**src/hdl/uib_params.svh**
```systemverilog
// Purpose: Offsets, field positions, reset values and counts of the block.
// Assumes: Included by bare name; definitions only.
// Notes:   Byte addresses of one aligned 32-bit word per register.
`ifndef UIB_PARAMS_SVH
`define UIB_PARAMS_SVH

`define UIB_OFS_IDENT       12'h000
`define UIB_OFS_ENABLE      12'h004
`define UIB_OFS_DIV_LOW     12'h008
`define UIB_OFS_DIV_HIGH    12'h00C
`define UIB_OFS_SCRATCH     12'h010
`define UIB_OFS_CONFIG      12'h014

`define UIB_CFG_FIFO_EN     0
`define UIB_CFG_IRQ_OUT_EN  3
`define UIB_CFG_TRIG_LO     6
`define UIB_CFG_TRIG_HI     7
`define UIB_CFG_HS_LO       8
`define UIB_CFG_HS_HI       9
`define UIB_CFG_MASK        32'h0000_03C9

`define UIB_RST_DIV_LOW     8'h01
`define UIB_RST_DIV_HIGH    8'h00
`define UIB_RST_ENABLE      4'h0
`define UIB_RST_SCRATCH     8'h00
`define UIB_RST_CONFIG      10'h000

`define UIB_TRIG_00         5'h01
`define UIB_TRIG_01         5'h04
`define UIB_TRIG_10         5'h08
`define UIB_TRIG_11         5'h0E

`define UIB_REF_HZ          24000000
`define UIB_NORM_HZ         1846100
`define UIB_CHAR_TIMES      4
`define UIB_TICKS_PER_CHAR  160

`endif

```
**src/hdl/uib_pkg.sv**
```systemverilog
// Purpose: Types shared by the interrupt identification and baud block.
// Assumes: Constants live in uib_params.svh.
// Notes:   Identification codes are the low nibble read back.
`default_nettype none
package uib_pkg;
	typedef enum logic [3:0] {
		UIB_ID_NONE = 4'b0001,
		UIB_ID_LINE = 4'b0110,
		UIB_ID_RXD  = 4'b0100,
		UIB_ID_TMO  = 4'b1100,
		UIB_ID_TXE  = 4'b0010,
		UIB_ID_HSK  = 4'b0000
	} uib_ident_t;
	typedef enum logic [1:0] {
		UIB_TR_IDLE   = 2'b00,
		UIB_TR_BUSY   = 2'b01,
		UIB_TR_NONSEQ = 2'b10,
		UIB_TR_SEQ    = 2'b11
	} uib_htrans_t;
endpackage
`default_nettype wire

```
**src/hdl/uib_top.sv**
```systemverilog
// Purpose: Interrupt identification, enable gating and baud generation.
// Assumes: AHB-Lite slave, zero wait states; neighbours on clk_sys.
// Notes:   Only the 24 MHz reference pin crosses into clk_sys.
// Operation
// - Ident bits 7:6 set in FIFO mode
// - Ident bits 5:4 always read zero
// - Bit 3 only for FIFO time-out
// - Bit 0 low when pending; priority code
// - Line errors highest, cleared by status read
// - Data ready or trigger level, second
// - Four character time-out, cleared by read
// - Tx empty cleared by write or ident
// - Modem changes lowest, cleared by status read
// - Enable upper nibble reads zero
// - Enable bits select four sources
// - Sources drive output only when enabled
// - 24 MHz over 13, then divisor
// - Output is sixteen times baud rate
// - High speed divides 24 MHz directly
// - Scratch byte reads back last write
// - Output gated by master irq enable
// - Config bit zero enables FIFO mode
// - Trigger level 1,4,8,14 bytes
//
// Decided for this implementation: the AHB-Lite register port and the placing of the registers.
`include "uib_params.svh"
`timescale 1ns/1ns
`default_nettype none

module uib_top #(
	parameter int unsigned PRESCALE  = `UIB_REF_HZ / `UIB_NORM_HZ,
	parameter int unsigned TMO_TICKS = `UIB_CHAR_TIMES * `UIB_TICKS_PER_CHAR
) (
	// Clock, reset, enable.
	input  wire logic        clk_sys,
	input  wire logic        resetn,
	input  wire logic        ce,
	// AHB-Lite slave.
	input  wire logic        hsel,
	input  wire logic [31:0] haddr,
	input  wire logic [1:0]  htrans,
	input  wire logic        hwrite,
	input  wire logic [2:0]  hsize,
	input  wire logic [31:0] hwdata,
	input  wire logic        hready,
	output logic             hreadyout,
	output logic [31:0]      hrdata,
	output logic             hresp,
	// Reference clock pin.
	input  wire logic        ref_clk_24m,
	// Line status events.
	input  wire logic        overrun_flag,
	input  wire logic        parity_error_flag,
	input  wire logic        missing_stop_flag,
	input  wire logic        break_detect_flag,
	input  wire logic        line_status_rd,
	// Receive side.
	input  wire logic        rx_data_ready,
	input  wire logic [4:0]  rx_fifo_count,
	input  wire logic        rx_push,
	input  wire logic        receive_buffer_rd,
	// Transmit side.
	input  wire logic        tx_empty_evt,
	input  wire logic        transmit_buffer_wr,
	// Modem inputs.
	input  wire logic        clear_to_send_changed,
	input  wire logic        set_ready_changed,
	input  wire logic        ring_trailing_edge,
	input  wire logic        carrier_detect_changed,
	input  wire logic        handshake_status_rd,
	// Results.
	output logic             irq,
	output logic             baud16_tick,
	output logic             fifo_mode
);

	// ---------------------------------------------------------------
	// Functions
	// ---------------------------------------------------------------

	// Receive trigger level in bytes.
	function automatic logic [4:0] trig_bytes(input logic [1:0] code);
		logic [4:0] r;
		r = `UIB_TRIG_00;
		case (code)
			2'b01: r = `UIB_TRIG_01;
			2'b10: r = `UIB_TRIG_10;
			2'b11: r = `UIB_TRIG_11;
			default: r = `UIB_TRIG_00;
		endcase
		return r;
	endfunction

	// Highest pending enabled source wins.
	function automatic uib_pkg::uib_ident_t pick(input logic ls,
		input logic tmo, input logic rd, input logic tx, input logic hs);
		uib_pkg::uib_ident_t r;
		r = uib_pkg::UIB_ID_NONE;
		if (ls) begin
			r = uib_pkg::UIB_ID_LINE;
		end else if (tmo) begin
			r = uib_pkg::UIB_ID_TMO;
		end else if (rd) begin
			r = uib_pkg::UIB_ID_RXD;
		end else if (tx) begin
			r = uib_pkg::UIB_ID_TXE;
		end else if (hs) begin
			r = uib_pkg::UIB_ID_HSK;
		end
		return r;
	endfunction

	// ---------------------------------------------------------------
	// Registers
	// ---------------------------------------------------------------

	logic [3:0]  enable_q;
	logic [7:0]  div_low_q;
	logic [7:0]  div_high_q;
	logic [7:0]  scratch_q;
	logic [9:0]  config_q;
	logic        dph_wr_q;
	logic [11:0] dph_addr_q;
	logic        hreadyout_q;
	logic [31:0] hrdata_q;
	logic        ls_pend_q;
	logic        tmo_pend_q;
	logic        txe_pend_q;
	logic        hsk_pend_q;
	logic        irq_q;
	logic [2:0]  ref_sync_q;
	logic        ref_level_q;
	logic [3:0]  pre_cnt_q;
	logic [15:0] div_cnt_q;
	logic        tick_q;
	logic [15:0] tmo_cnt_q;

	logic        fifo_en;
	logic        high_speed;
	logic        rxd_level;
	logic        hsk_level;
	logic        ls_set;
	logic        tmo_restart;
	logic        addr_ok;
	logic        rd_ident;
	logic        ref_rise;
	logic        gen_tick;
	logic [15:0] divisor;
	uib_pkg::uib_ident_t ident;

	assign fifo_en    = config_q[`UIB_CFG_FIFO_EN];
	assign high_speed = &config_q[`UIB_CFG_HS_HI:`UIB_CFG_HS_LO];
	assign divisor    = {div_high_q, div_low_q};
	assign ls_set     = overrun_flag | parity_error_flag |
		missing_stop_flag | break_detect_flag;
	assign hsk_level  = clear_to_send_changed | set_ready_changed |
		ring_trailing_edge | carrier_detect_changed;
	assign rxd_level  = fifo_en ?
		(rx_fifo_count >= trig_bytes(config_q[`UIB_CFG_TRIG_HI:
		`UIB_CFG_TRIG_LO])) : rx_data_ready;
	assign tmo_restart = !fifo_en || rx_fifo_count == 5'h00 || rx_push ||
		receive_buffer_rd;
	assign ident = pick(ls_pend_q & enable_q[2],
		tmo_pend_q & enable_q[0], rxd_level & enable_q[0],
		txe_pend_q & enable_q[1], hsk_pend_q & enable_q[3]);

	// ---------------------------------------------------------------
	// AHB-Lite slave
	// ---------------------------------------------------------------

	assign addr_ok  = hsel & hready & htrans[1];
	assign rd_ident = addr_ok & ~hwrite &
		(haddr[11:0] == `UIB_OFS_IDENT);

	always_ff @(posedge clk_sys or negedge resetn) begin
		if (!resetn) begin
			dph_wr_q    <= 1'b0;
			dph_addr_q  <= 12'h000;
			hreadyout_q <= 1'b0;
		end else if (ce) begin
			hreadyout_q <= 1'b1;
			if (hready) begin
				dph_wr_q   <= addr_ok & hwrite;
				dph_addr_q <= haddr[11:0];
			end
		end
	end

	// Read data is prepared in the address phase so it stands in the data
	// phase; unmapped addresses read zero.
	always_ff @(posedge clk_sys or negedge resetn) begin
		if (!resetn) begin
			hrdata_q <= 32'h0000_0000;
		end else if (ce && addr_ok && !hwrite) begin
			if (haddr[11:0] == `UIB_OFS_IDENT) begin
				hrdata_q <= {24'h00_0000, {2{fifo_en}}, 2'b00,
					ident[3] & fifo_en, ident[2:0]};
			end else if (haddr[11:0] == `UIB_OFS_ENABLE) begin
				hrdata_q <= {28'h000_0000, enable_q};
			end else if (haddr[11:0] == `UIB_OFS_DIV_LOW) begin
				hrdata_q <= {24'h00_0000, div_low_q};
			end else if (haddr[11:0] == `UIB_OFS_DIV_HIGH) begin
				hrdata_q <= {24'h00_0000, div_high_q};
			end else if (haddr[11:0] == `UIB_OFS_SCRATCH) begin
				hrdata_q <= {24'h00_0000, scratch_q};
			end else if (haddr[11:0] == `UIB_OFS_CONFIG) begin
				hrdata_q <= {22'h0_0000, config_q};
			end else begin
				hrdata_q <= 32'h0000_0000;
			end
		end
	end

	always_ff @(posedge clk_sys or negedge resetn) begin
		if (!resetn) begin
			enable_q   <= `UIB_RST_ENABLE;
			div_low_q  <= `UIB_RST_DIV_LOW;
			div_high_q <= `UIB_RST_DIV_HIGH;
			scratch_q  <= `UIB_RST_SCRATCH;
			config_q   <= `UIB_RST_CONFIG;
		end else if (ce && dph_wr_q && hready) begin
			if (dph_addr_q == `UIB_OFS_ENABLE) begin
				enable_q <= hwdata[3:0];
			end else if (dph_addr_q == `UIB_OFS_DIV_LOW) begin
				div_low_q <= hwdata[7:0];
			end else if (dph_addr_q == `UIB_OFS_DIV_HIGH) begin
				div_high_q <= hwdata[7:0];
			end else if (dph_addr_q == `UIB_OFS_SCRATCH) begin
				scratch_q <= hwdata[7:0];
			end else if (dph_addr_q == `UIB_OFS_CONFIG) begin
				config_q <= hwdata[9:0] & 10'(`UIB_CFG_MASK);
			end
		end
	end

	assign hreadyout = hreadyout_q;
	assign hrdata    = hrdata_q;
	assign hresp     = 1'b0;

	// ---------------------------------------------------------------
	// Interrupt sources
	// ---------------------------------------------------------------

	// Set wins over clear on every sticky source except the time-out, where a receive buffer read wins.
	always_ff @(posedge clk_sys or negedge resetn) begin
		if (!resetn) begin
			ls_pend_q <= 1'b0;
		end else if (ce) begin
			if (ls_set) begin
				ls_pend_q <= 1'b1;
			end else if (line_status_rd) begin
				ls_pend_q <= 1'b0;
			end
		end
	end

	always_ff @(posedge clk_sys or negedge resetn) begin
		if (!resetn) begin
			txe_pend_q <= 1'b0;
		end else if (ce) begin
			if (tx_empty_evt) begin
				txe_pend_q <= 1'b1;
			end else if (transmit_buffer_wr ||
				(rd_ident && ident == uib_pkg::UIB_ID_TXE)) begin
				txe_pend_q <= 1'b0;
			end
		end
	end

	// Modem changes stay pending until the host reads handshake status.
	always_ff @(posedge clk_sys or negedge resetn) begin
		if (!resetn) begin
			hsk_pend_q <= 1'b0;
		end else if (ce) begin
			if (hsk_level) begin
				hsk_pend_q <= 1'b1;
			end else if (handshake_status_rd) begin
				hsk_pend_q <= 1'b0;
			end
		end
	end

	// Time-out counts 16x ticks while data waits untouched.
	always_ff @(posedge clk_sys or negedge resetn) begin
		if (!resetn) begin
			tmo_cnt_q  <= 16'h0000;
			tmo_pend_q <= 1'b0;
		end else if (ce) begin
			if (tmo_restart) begin
				tmo_cnt_q <= 16'h0000;
			end else if (tick_q && tmo_cnt_q != TMO_TICKS[15:0]) begin
				tmo_cnt_q <= tmo_cnt_q + 16'h0001;
			end
			// Set only as the count reaches its end, so that a read of the
			// receive buffer at a saturated count really clears it.
			if (!tmo_restart && tick_q &&
				tmo_cnt_q == 16'(TMO_TICKS - 1)) begin
				tmo_pend_q <= 1'b1;
			end else if (receive_buffer_rd || !fifo_en) begin
				tmo_pend_q <= 1'b0;
			end
		end
	end

	always_ff @(posedge clk_sys or negedge resetn) begin
		if (!resetn) begin
			irq_q <= 1'b0;
		end else if (ce) begin
			irq_q <= config_q[`UIB_CFG_IRQ_OUT_EN] &
				(ident != uib_pkg::UIB_ID_NONE);
		end
	end

	assign irq       = irq_q;
	assign fifo_mode = fifo_en;

	// ---------------------------------------------------------------
	// Baud generator
	// ---------------------------------------------------------------

	always_ff @(posedge clk_sys or negedge resetn) begin
		if (!resetn) begin
			ref_sync_q  <= 3'b000;
			ref_level_q <= 1'b0;
		end else if (ce) begin
			ref_sync_q <= {ref_sync_q[1:0], ref_clk_24m};
			if (ref_sync_q[2] == ref_sync_q[1]) begin
				ref_level_q <= ref_sync_q[2];
			end
		end
	end

	assign ref_rise = ~ref_level_q & ref_sync_q[2] & ref_sync_q[1];
	assign gen_tick = ref_rise &
		(high_speed || pre_cnt_q == 4'(PRESCALE - 1));

	always_ff @(posedge clk_sys or negedge resetn) begin
		if (!resetn) begin
			pre_cnt_q <= 4'h0;
		end else if (ce && ref_rise) begin
			if (high_speed || pre_cnt_q == 4'(PRESCALE - 1)) begin
				pre_cnt_q <= 4'h0;
			end else begin
				pre_cnt_q <= pre_cnt_q + 4'h1;
			end
		end
	end

	// A divisor of zero behaves as one.
	always_ff @(posedge clk_sys or negedge resetn) begin
		if (!resetn) begin
			div_cnt_q <= 16'h0001;
			tick_q    <= 1'b0;
		end else if (ce) begin
			tick_q <= 1'b0;
			if (gen_tick) begin
				if (div_cnt_q <= 16'h0001) begin
					div_cnt_q <= divisor;
					tick_q    <= 1'b1;
				end else begin
					div_cnt_q <= div_cnt_q - 16'h0001;
				end
			end
		end
	end

	assign baud16_tick = tick_q;

	// ---------------------------------------------------------------
	// Assertions
	// ---------------------------------------------------------------

	property p_ident_fifo_bits;
		@(posedge clk_sys) disable iff (!resetn)
		(ce && rd_ident && fifo_en) |=> (hrdata_q[7:6] == 2'b11);
	endproperty
	a_ident_fifo_bits: assert property (p_ident_fifo_bits)
		else $error("Ident bits 7:6 not set in FIFO mode.");

	property p_ident_zero_bits;
		@(posedge clk_sys) disable iff (!resetn)
		(ce && rd_ident) |=> (hrdata_q[5:4] == 2'b00) &&
			(fifo_en || !hrdata_q[3]);
	endproperty
	a_ident_zero_bits: assert property (p_ident_zero_bits)
		else $error("Ident reserved or time-out bit wrong.");

	property p_ident_none;
		@(posedge clk_sys) disable iff (!resetn)
		(ce && rd_ident) |=>
			(hrdata_q[0] == ($past(ident) == uib_pkg::UIB_ID_NONE));
	endproperty
	a_ident_none: assert property (p_ident_none)
		else $error("Ident bit 0 does not show idle state.");

	property p_enable_upper;
		@(posedge clk_sys) disable iff (!resetn)
		(ce && addr_ok && !hwrite && haddr[11:0] == `UIB_OFS_ENABLE)
			|=> (hrdata_q[31:4] == 28'h000_0000);
	endproperty
	a_enable_upper: assert property (p_enable_upper)
		else $error("Enable upper bits not zero.");

	property p_all_masked;
		@(posedge clk_sys) disable iff (!resetn)
		(ce && enable_q == 4'h0) |=> !irq_q;
	endproperty
	a_all_masked: assert property (p_all_masked)
		else $error("Interrupt raised with all sources disabled.");

	property p_master_gate;
		@(posedge clk_sys) disable iff (!resetn)
		(ce && !config_q[`UIB_CFG_IRQ_OUT_EN]) |=> !irq_q;
	endproperty
	a_master_gate: assert property (p_master_gate)
		else $error("Interrupt driven while output disabled.");

	property p_line_set;
		@(posedge clk_sys) disable iff (!resetn)
		(ce && ls_set) |=> ls_pend_q;
	endproperty
	a_line_set: assert property (p_line_set)
		else $error("Line error lost.");

	property p_txe_clear;
		@(posedge clk_sys) disable iff (!resetn)
		(ce && transmit_buffer_wr && !tx_empty_evt) |=> !txe_pend_q;
	endproperty
	a_txe_clear: assert property (p_txe_clear)
		else $error("Tx empty not cleared by write.");

	property p_scratch;
		@(posedge clk_sys) disable iff (!resetn)
		(ce && dph_wr_q && hready && dph_addr_q == `UIB_OFS_SCRATCH)
			|=> (scratch_q == $past(hwdata[7:0]));
	endproperty
	a_scratch: assert property (p_scratch)
		else $error("Scratch did not store write.");

	property p_timeout;
		@(posedge clk_sys) disable iff (!resetn)
		(ce && fifo_en && rx_fifo_count != 5'h00 && !receive_buffer_rd &&
			tmo_cnt_q == TMO_TICKS[15:0]) |=> tmo_pend_q;
	endproperty
	a_timeout: assert property (p_timeout)
		else $error("Time-out not raised.");

	c_irq: cover property (@(posedge clk_sys) disable iff (!resetn)
		!irq_q ##1 irq_q);
	c_tmo: cover property (@(posedge clk_sys) disable iff (!resetn)
		!tmo_pend_q ##1 tmo_pend_q);
	c_tick_hs: cover property (@(posedge clk_sys) disable iff (!resetn)
		tick_q && high_speed);

endmodule // uib_top

`default_nettype wire

```
**config.mk**
```make
export PLATFORM = sky130hd
export DESIGN_NAME = uib_top
export DESIGN_NICKNAME = d
export VERILOG_FILES = /design/src/hdl/uib_pkg.sv /design/src/hdl/uib_top.sv
export VERILOG_INCLUDE_DIRS = /design/src /design/src/hdl
export SDC_FILE = /design/constraint.sdc
export NUM_CORES = 1
export LEC_CHECK = 0
export ABC_AREA = 1
export BUFFER_PORTS_ARGS = -buffer_cell sky130_fd_sc_hd__buf_2
export CORE_MARGIN = 4
export CORE_UTILIZATION = 49
export CTS_CLUSTER_SIZE = 40
export DETAILED_ROUTE_END_ITERATION = 10
export PLACE_DENSITY = 0.84
export RECOVER_POWER = 100
export SETUP_SLACK_MARGIN = 0.15
export SLEW_MARGIN = 20
export SYNTH_ARGS = -nofsm -noshare
export SYNTH_HDL_FRONTEND = slang
export SYNTH_SLANG_ARGS = --single-unit
```
**constraint.sdc**
```tcl
create_clock -name clk_sys -period 1.86 [get_ports clk_sys]
set_clock_uncertainty 0.15 [all_clocks]
set_input_delay 0.279 -clock clk_sys [delete_from_list [all_inputs] [get_ports clk_sys]]
set_output_delay 0.279 -clock clk_sys [all_outputs]
set_load 0.05 [all_outputs]
```
== Yosys cells after proc, flatten, opt, wreduce, memory -nomap -nowiden ==
Cells that the tools add are included.
Storage, ports and cells
  bits in registers: 126
  input bits: 96
Cells by class
  add/sub/neg operators: 3
  $lt $le $gt $ge: 2
  equal/unequal tests: 19
  multiplexer cells: 27
  bitwise gates (word level): 27
  reduce and logical (&&, ||, !) cells: 39
Operators by type and width (count)
  $mux W10: 6
  $eq A12 B4 Y1 const B: 4
  $eq A12 B5 Y1 const B: 4
  $mux W16: 3
  $eq A12 B3 Y1 const B: 2
  $reduce_and A2 Y1: 10
  $add A16 B1 Y16 const B: 1
  $eq A16 B10 Y1 const B: 1
  $le A16 B1 Y1 const B: 1
  $mux W4: 4
  $ne A16 B10 Y1 const B: 1
  $sub A16 B1 Y16 const B: 1
  $and A1 B1 Y1: 15
  $logic_not A12 Y1: 1
  $mux W1: 12
  $pmux W4 S3: 1
  $reduce_bool A2 Y1: 5
  $logic_and A1 B1 Y1: 9
  $logic_or A1 B1 Y1: 6
  $not A1 Y1: 6
  $or A1 B1 Y1: 6
  $reduce_and A6 Y1: 1
  $ge A5 B5 Y1: 1
  $logic_not A5 Y1: 1
  other kinds (12): 15

== Logic depth before layout (Yosys ltp) ==
Gate-level depths: netlist of run 1.
  depth in word-level cells: 13
  depth in mapped cells: 16

== Worst setup path before layout of run 1 ==
OpenSTA, ideal clock, no wires.
  kind: register to register
  start point: reg config_q[0]
  end point: reg tmo_cnt_q[3]
  setup time: 119 ps
  data arrival time: 1646 ps
  required time: 1591 ps
  setup slack: -55 ps
  cell stages (with the launch flop): 9
  path buffers: 1
  clock period less this slack: 1915 ps
  cell sequence: dfrtp_1 inv_1 nor2_1 nand3_1 nand2_1 nand2_1 buf_2 a21oi_1 nor2_1
Between the ends
  cells in the longest elaborated chain, start to end: 6
  elaborated cells between the ends (all ways): 7
Ends and longest elaborated chain
  start, declared: RTL line uib_top.sv:121  | logic [9:0] config_q;
  start signal, assigned: RTL line uib_top.sv:220  | config_q <= `UIB_RST_CONFIG;
  start signal, assigned: RTL line uib_top.sv:231  | config_q <= hwdata[9:0] & 10'(`UIB_CFG_MASK);
  $logic_not A1 Y1 (*): RTL line uib_top.sv:161  | assign tmo_restart = !fifo_en || rx_fifo_count == 5'h00 || rx_push ||
  $logic_or A1 B1 Y1 (*) (3 in series): RTL line uib_top.sv:161
  $reduce_bool A2 Y1 (no source line)
  $reduce_and A2 Y1 (no source line)
  end signal, assigned: RTL line uib_top.sv:292  | tmo_cnt_q <= tmo_cnt_q + 16'h0001;
  end, declared: RTL line uib_top.sv:136  | logic [15:0] tmo_cnt_q;
Mark *: on every way between the ends. The rest lies on a longest branch, timed or not.
A chain may end at the register's enable or synchronous reset.

== Worst setup path in the final report of run 1 ==
  start point: reg div_cnt_q[8]
  end point: reg div_cnt_q[8]
Between the ends
  cells in the longest elaborated chain, start to end: 2
  elaborated cells between the ends (all ways): 3
Ends and longest elaborated chain
  start, declared: RTL line uib_top.sv:134  | logic [15:0] div_cnt_q;
  start signal, assigned: RTL line uib_top.sv:358  | div_cnt_q <= divisor;
  start signal, assigned: RTL line uib_top.sv:361  | div_cnt_q <= div_cnt_q - 16'h0001;
  $sub A16 B1 Y16 / $le A16 B1 Y1 (equally long branches): RTL line uib_top.sv:361, uib_top.sv:357
  $mux W16 (*): RTL line uib_top.sv:357  | if (div_cnt_q <= 16'h0001) begin
Marks and branches as above.

==> results of run 1 <==
stage by stage:
step                hold slack (ns)  std cells  worst slack [ns]  cell area [sq um]  setup TNS [ns]
detailed placement            0.145        978           -0.0387               6450          -0.203
finish                      0.00149       1049            -0.158               8100           -2.40
floorplan                    -0.167        758             0.147               5780               0
CTS                         0.00739       1018            0.0266               7280               0
global route                 0.0113       1049            -0.237               8100           -6.64
global placement              0.144        978            0.0106               6450               0
cells in the mapped netlist, drive strengths merged (2+ instances only):
| master | instances |
|---|---|
| dfrtp | 102 |
| o21ai | 88 |
| o22ai | 4 |
| or2 | 3 |
| a21oi | 28 |
| nor2 | 68 |
| nand4 | 22 |
| clkinv | 2 |
| nor4 | 8 |
| dfstp | 2 |
| inv | 99 |
| and3 | 3 |
| nand2 | 174 |
| buf | 32 |
| o221ai | 3 |
| clkbuf | 4 |
| ha | 10 |
| nor3 | 23 |
| xor2 | 7 |
| a31oi | 2 |
| o211ai | 3 |
| nand3 | 40 |
state kept, by name, indices dropped and copies added, names as in the netlist, 3 cells and up:
name and flops:
div_high_q 8, scratch_q 8, ref_sync_q 3, config_q 6, hrdata 10, dph_addr_q 12, tmo_cnt_q 16, enable_q 4
pre_cnt_q 4, div_cnt_q 16, div_low_q 8
how the worst min path moves through the flow:
stage / from / cells past startpoint / slack (ns) / to
after global routing: hwdata[7] / 3 / 0.01 / config_q[7]$_DFFE_PN0P_
after floorplan: resetn / 0 / -0.17 / baud16_tick$_DFFE_PN0P_
after CTS: hwdata[7] / 3 / 0.007 / config_q[7]$_DFFE_PN0P_
after detailed placement: resetn / 2 / 0.15 / dph_addr_q[9]$_DFFE_PN0P_
after global placement: resetn / 2 / 0.14 / dph_addr_q[11]$_DFFE_PN0P_
final: hwdata[7] / 3 / 0.001 / config_q[7]$_DFFE_PN0P_
repair_timing:
| item | 4_1_cts | 5_1_grt |
|---|---|---|
| hold buffers | 6 | 0 |
| pin swaps | 11 | 35 |
| cloned | 4 | 6 |
| endpoints found under the hold margin | 107 | 0 |
| resized for setup | 88 | 181 |
| setup buffers | 14 | 25 |
| endpoints found under the setup margin | 69 | 70 |
worst max-delay path: stages, from the launching register on:
cell and delay [ns]:
dfrtp_1 0.47, nor2_4 0.15, nand2_1 0.10, nor3_4 0.21
nand3_4 0.19, nor2_4 0.22, buf_6 0.14, a21oi_1 0.03
o21ai_1 0.11, o21a_1 0.17
power groups by stage:
stage	logic [mW]	clock network [mW]	registers [mW]
after floorplan	0.642	0	2.67
after global placement	1.00	0	2.63
after detailed placement	1.03	0	2.64
after CTS	1.22	2.34	2.62
after global routing	1.77	2.50	2.69
final	1.66	2.41	2.68
layout make-up:
class	count	share of cell area (%)
clock inverters	6	1.61
inverters	101	4.95
flip-flops and latches	104	32.2
repair inverters	1	0.0927
clock buffers	10	2.95
repair buffers	164	15.8
well taps	143	2.21
multi-input cells	520	40.1
cell families (layout without fill, tap and decap cells):
kind of cell	after synthesis	count (layout)	share of synthesized area (%)
flip-flops	104	104	45.7
other	1	23	0.0659
multiplexers	1	1	0.176
XOR/XNOR	7	7	1.08
AO/OA/AOI/OAI	134	134	12.6
adder cells (fa/ha/maj)	10	10	2.20
AND/OR/NAND/NOR	342	345	27.2
buffers and inverters	137	282	10.9
routing by layer:
layer / part of all wire (%) / GRT usage [%] / vias up
met3: 10 / 5.33 / 167
met4: 7.1 / 8.89 / 0
met1: 34 / 31.4 / 2963
li1: - / - / 2708
met5: 0 / 0 / -
met2: 49 / 41.8 / 552
==> metrics, run 1 <==
synth top area cells dfrtp_1, nand2_1, o21ai_0, inv_1, nor2_1; DR iter-0 viols 909; Switching Fraction 31.8%; Slew HR 28.6%; vias in the first global route 5543; R2R cell count 9; area growth from synthesis to layout 42.2%; clk_lat worst skew 0.37 ns; GP Congestion 0.960; pwr dens 833 nW/um^2; Final Util 70.9%; Post-Synthesis Cell Area 5690 sq um; Achievable Freq 496 MHz; Hold Fails Final Rpt 0; Logic pwr share 24.6%; Post-synth ARST share 100%; Initial Utilization 49.9%; post-synth cell types 41; status complete, but fails checks; IO Count 133; gr usage total 24.7%; drt first pass iters 8; H-Tree Depth 3; sequential area share after synthesis 45.7%; routed wire length 21200 microns; CTS max path bufs 2; Pint 4.60 mW; first-pass GRT wire length 26400 microns; Synth Warn # 0; commonest cells after routing, fill and taps aside nand2_1, dfrtp_1, inv_1; RSZ-0062 raised after global routing true; critical path launch point div_cnt_q[8]$_DFFE_PN0P_; DR WL/cell 20.2 microns; sequential power share 39.7%; clk sinks 104; EDFF count, synth 0; CP Capture Type flip-flop; worst slew pin tran 1.07 ns; critical path startpoint category flip-flop; CP Capture Point div_cnt_q[8]$_DFFE_PN0P_; fin nets 1007; crit path max fanout 5; R2R setup slack -0.16 ns; die extent in x 116 microns; Clock transition at path regs 0.08 ns; post-synth top area share 44.8%; Remaining Overflow, GRT 0; FP Rows 39; initial antenna violation count 0; # fillers 747; multi-input logic area 3250 sq um; layout cell share with drive strength beyond 1 34.4%; antenna viol nets, final 0; Yosys reg bits 104; worst vdd ir 661 uV; WS Path Type flip-flop to flip-flop; Gate Count Post-Synth 736; Sw Pwr 2.15 mW; vias per std cell 6.09; Worst EP arrival 2.17 ns; total core area 11400 sq um; Final WS setup -0.158 ns; largest net degree at the start of global routing 58; Clk pwr share 35.7%; Root Driver clkbuf_16; number of port buffers 63; crit share post-route 108%; Final Max Slew Viols 0; # diodes 0; residual DRC count 0; CTS tree yes; Die Ht 116 microns; FF-to-FF Start div_cnt_q[8]$_DFFE_PN0P_; Sequential Area 2610 sq um; maxcap violations 0; min Tclk post-route 2.02 ns; Synth area leader dfrtp_1; Post-DP HPWL 10700 microns; Critical Path RT 2.01 ns; DR vias 6390; commonest non-fill, non-tap cell in the layout nand2_1; final count of negative-setup-slack endpoints 45; Die Area 13400 sq um; failing checks negative setup slack; syn avg cell area 7.74 sq um; worst reg2reg endpoint div_cnt_q[8]$_DFFE_PN0P_; predominant post-synthesis flop cell dfrtp_1; Lkg Pwr 3.78 nW; Tot Pwr 6.74 mW; Inserted Clock Buffers 9; Min-Delay Path Class input pin to flip-flop
Power figures use the tool's default switching activity.
==> run 2: changes to the inputs <==
Settings changed: SETUP_SLACK_MARGIN 0.15 to default.
==> run 2 against run 1 <==
  * The flow still finishes with violations (negative setup slack)
  * Setup slack gained 0.051 ns
  * Worst hold slack gained 0.0011 ns
  * Clock power shrank 14%
  * Sequential share of layout area grew 3.7 points
  * Total power shrank 11%
  * Cell count shrank 2.8%
  * Count of clock-buffer cells in the layout grew 2
  * Critical path depth is the same
  * Design area shrank 10%
  * Via count shrank 11%
  * Sequential power is essentially flat
  * Largest cell class unchanged
==> metrics, run 2 (synthesis results as in run 1) <==
status complete, but fails checks (unchanged); failing checks negative setup slack (unchanged); Remaining Overflow, GRT 0 (unchanged); sequential power share 43.9% (was 39.7%); biggest regs div_cnt_q (16), tmo_cnt_q (16), dph_addr_q (12) (unchanged); Clk pwr share 34.4% (was 35.7%); Critical Path RT 1.96 ns (was 2.01 ns); Placed Cells 981 (was 978); Tot Pwr 6.03 mW (was 6.74 mW); worst slew pin tran 0.851 ns (was 1.07 ns); Switching Fraction 30.6% (was 31.8%); CP max-delay cell dfstp_2 (was dfrtp_1); Sequential Area 2610 sq um (about the same); design area 7260 sq um (was 8100 sq um); residual DRC count 0 (unchanged); FP Rows 39 (unchanged); WS Path Type flip-flop to flip-flop (unchanged); Hold Path Origin ref_clk_24m (was hwdata[7]); pwr dens 831 nW/um^2 (was 833 nW/um^2); Sw Pwr 1.85 mW (was 2.15 mW); clk_lat worst skew 0.35 ns (was 0.37 ns); minimum hold slack 0.00263 ns (was 0.00149 ns); CP cell instances inv_2 -> ha_4 -> inv_2 -> a21oi_4 -> nand3_4 -> clkinvlp_4 -> o21ai_2 -> a21oi_1 -> a21oi_1 (was nor2_4 -> nand2_1 -> nor3_4 -> nand3_4 -> nor2_4 -> buf_6 -> a21oi_1 -> o21ai_1 -> o21a_1); CTS tree yes (unchanged); DR WL/cell 16.5 microns (was 20.2 microns); min Tclk post-route 1.97 ns (was 2.02 ns); Lkg Pwr 3.44 nW (was 3.78 nW); fin nets 978 (was 1007); worst reg2reg endpoint div_cnt_q[1]$_DFFE_PN0P_ (was div_cnt_q[8]$_DFFE_PN0P_); Root Driver clkbuf_16 (unchanged); largest net degree at the start of global routing 64 (was 58); gr usage total 22.8% (was 24.7%); CTS max path bufs 2 (unchanged); setup_tns -0.348 ns (was -2.40 ns); commonest non-fill, non-tap cell in the layout nand2_1 (unchanged); Inserted Clock Buffers 9 (unchanged); crit path max fanout 7 (was 5); Pint 4.18 mW (was 4.60 mW); Die Area 13400 sq um (unchanged); R2R cell count 9 (unchanged); clk sinks 104 (unchanged); IO Count 133 (unchanged); Final Max Slew Viols 0 (unchanged); multi-input logic area 2840 sq um (was 3250 sq um); Final Util 63.6% (was 70.9%); critical path startpoint category flip-flop (unchanged); vias per std cell 5.59 (was 6.09); Hold Fails Final Rpt 0 (unchanged); antenna viol nets, final 0 (unchanged); Placed Instance Area 6480 sq um (was 6450 sq um); Min-Delay Path Class input pin to flip-flop (unchanged); final count of negative-setup-slack endpoints 8 (was 45); # diodes 0 (unchanged); RSZ-0062 raised after global routing true (unchanged); number of port buffers 63 (unchanged); Die Ht 116 microns (unchanged); Logic pwr share 21.8% (was 24.6%); Clock transition at path regs 0.07 ns (was 0.08 ns); maxcap violations 0 (unchanged); final std cells w/o fill 1020 (was 1049); R2R setup slack -0.11 ns (was -0.16 ns); layout cell share with drive strength beyond 1 25.1% (was 34.4%); Initial Utilization 49.9% (unchanged); drt first pass iters 6 (was 8); DR iter-0 viols 539 (was 909); Place WS -0.109 ns (was -0.0387 ns); crit share post-route 106% (was 108%); Slew HR 43.3% (was 28.6%); # fillers 875 (was 747); Achievable Freq 508 MHz (was 496 MHz); total core area 11400 sq um (unchanged); vias in the first global route 5205 (was 5543); Post-DP HPWL 10600 microns (was 10700 microns); FF-to-FF Start div_cnt_q[0]$_DFFE_PN1P_ (was div_cnt_q[8]$_DFFE_PN0P_); H-Tree Depth 3 (unchanged); critical path launch point div_cnt_q[0]$_DFFE_PN1P_ (was div_cnt_q[8]$_DFFE_PN0P_); commonest cells after routing, fill and taps aside nand2_1, dfrtp_1, inv_1 (unchanged); die extent in x 116 microns (unchanged); first-pass GRT wire length 24600 microns (was 26400 microns); routed wire length 16800 microns (was 21200 microns); worst vdd ir 462 uV (was 661 uV); DR vias 5704 (was 6390); CP Capture Type flip-flop (unchanged); Slowest Stage Delay on Critical Path 0.58 ns (was 0.47 ns); GP Congestion 0.942 (was 0.960); Worst EP arrival 2.06 ns (was 2.17 ns); CP Capture Point div_cnt_q[1]$_DFFE_PN0P_ (was div_cnt_q[8]$_DFFE_PN0P_); Final WS setup -0.107 ns (was -0.158 ns); initial antenna violation count 0 (unchanged); Min-Delay Path Depth 3 (unchanged); area growth from synthesis to layout 27.5% (was 42.2%)
run 2: cell count changes in the layout (fill, tap and decap cells not counted), moves of 6 or more:
cell     delta
nor2_1      +8
nor2_4      -6
nand3_1     +6
nor3_4      -6
nand2_2    -20
nand2_1    +25
o21ai_0    +22
buf_6      -20
o21ai_2    -16
run 2: metal layers:
layer  part of all wire (%)  global-route usage [%]  vias up  routed length (microns)
met1                     39                    31.0     2667                     6550
met5                      0                       0        -                        0
li1                       -                       -     2649                        -
met3                    7.7                    3.92       49                     1290
met4                    3.2                    7.73        0                      531
met2                     50                    37.2      339                     8410
run 2: layout make-up:
type,count,share of cell area (%)
multi-input combinational,518,39.1
timing repair buffer,138,12.7
inverter,101,5.34
tap,143,2.46
clock inverter,4,1.05
sequential,104,35.9
clock buffer,12,3.39
run 2: timing repair:
| action | 4_1_cts | 5_1_grt |
|---|---|---|
| hold buffers | 5 | 0 |
| gates resized for setup | 8 | 118 |
| pin swaps | 2 | 25 |
| buffers inserted | 2 | 12 |
| setup endpoints to repair | 5 | 58 |
| gates cloned | 1 | 3 |
| hold endpoints to repair | 106 | 0 |
run 2: how the worst min path moves through the flow:
stage,endpoint,slack [ns]
6_report,ref_sync_q[0]$_DFFE_PN0P_,0.003
2_1_floorplan,baud16_tick$_DFFE_PN0P_,-0.17
3_3_place_gp,dph_addr_q[8]$_DFFE_PN0P_,-0.04
3_5_place_dp,dph_addr_q[8]$_DFFE_PN0P_,-0.04
4_1_cts,config_q[7]$_DFFE_PN0P_,0.01
5_1_grt,config_q[7]$_DFFE_PN0P_,0.02
run 2: critical path, delay by kind of cell (launching register included):
family                     cells  cell delay [ns]
AOI/OAI and AO/OA              4             0.47
adders and majority gates      1             0.16
buffers and inverters          3             0.36
DFF                            1             0.58
and+or+nand+nor                1             0.13
run 2: power by group through the flow:
stage               registers [mW]  logic (mW)  clock network (mW)
detailed placement            2.64        1.03                   0
finish                        2.65        1.31                2.07
floorplan                     2.67       0.641                   0
global placement              2.64       0.981                   0
global route                  2.66        1.45                2.19
CTS                           2.61        1.06                2.06
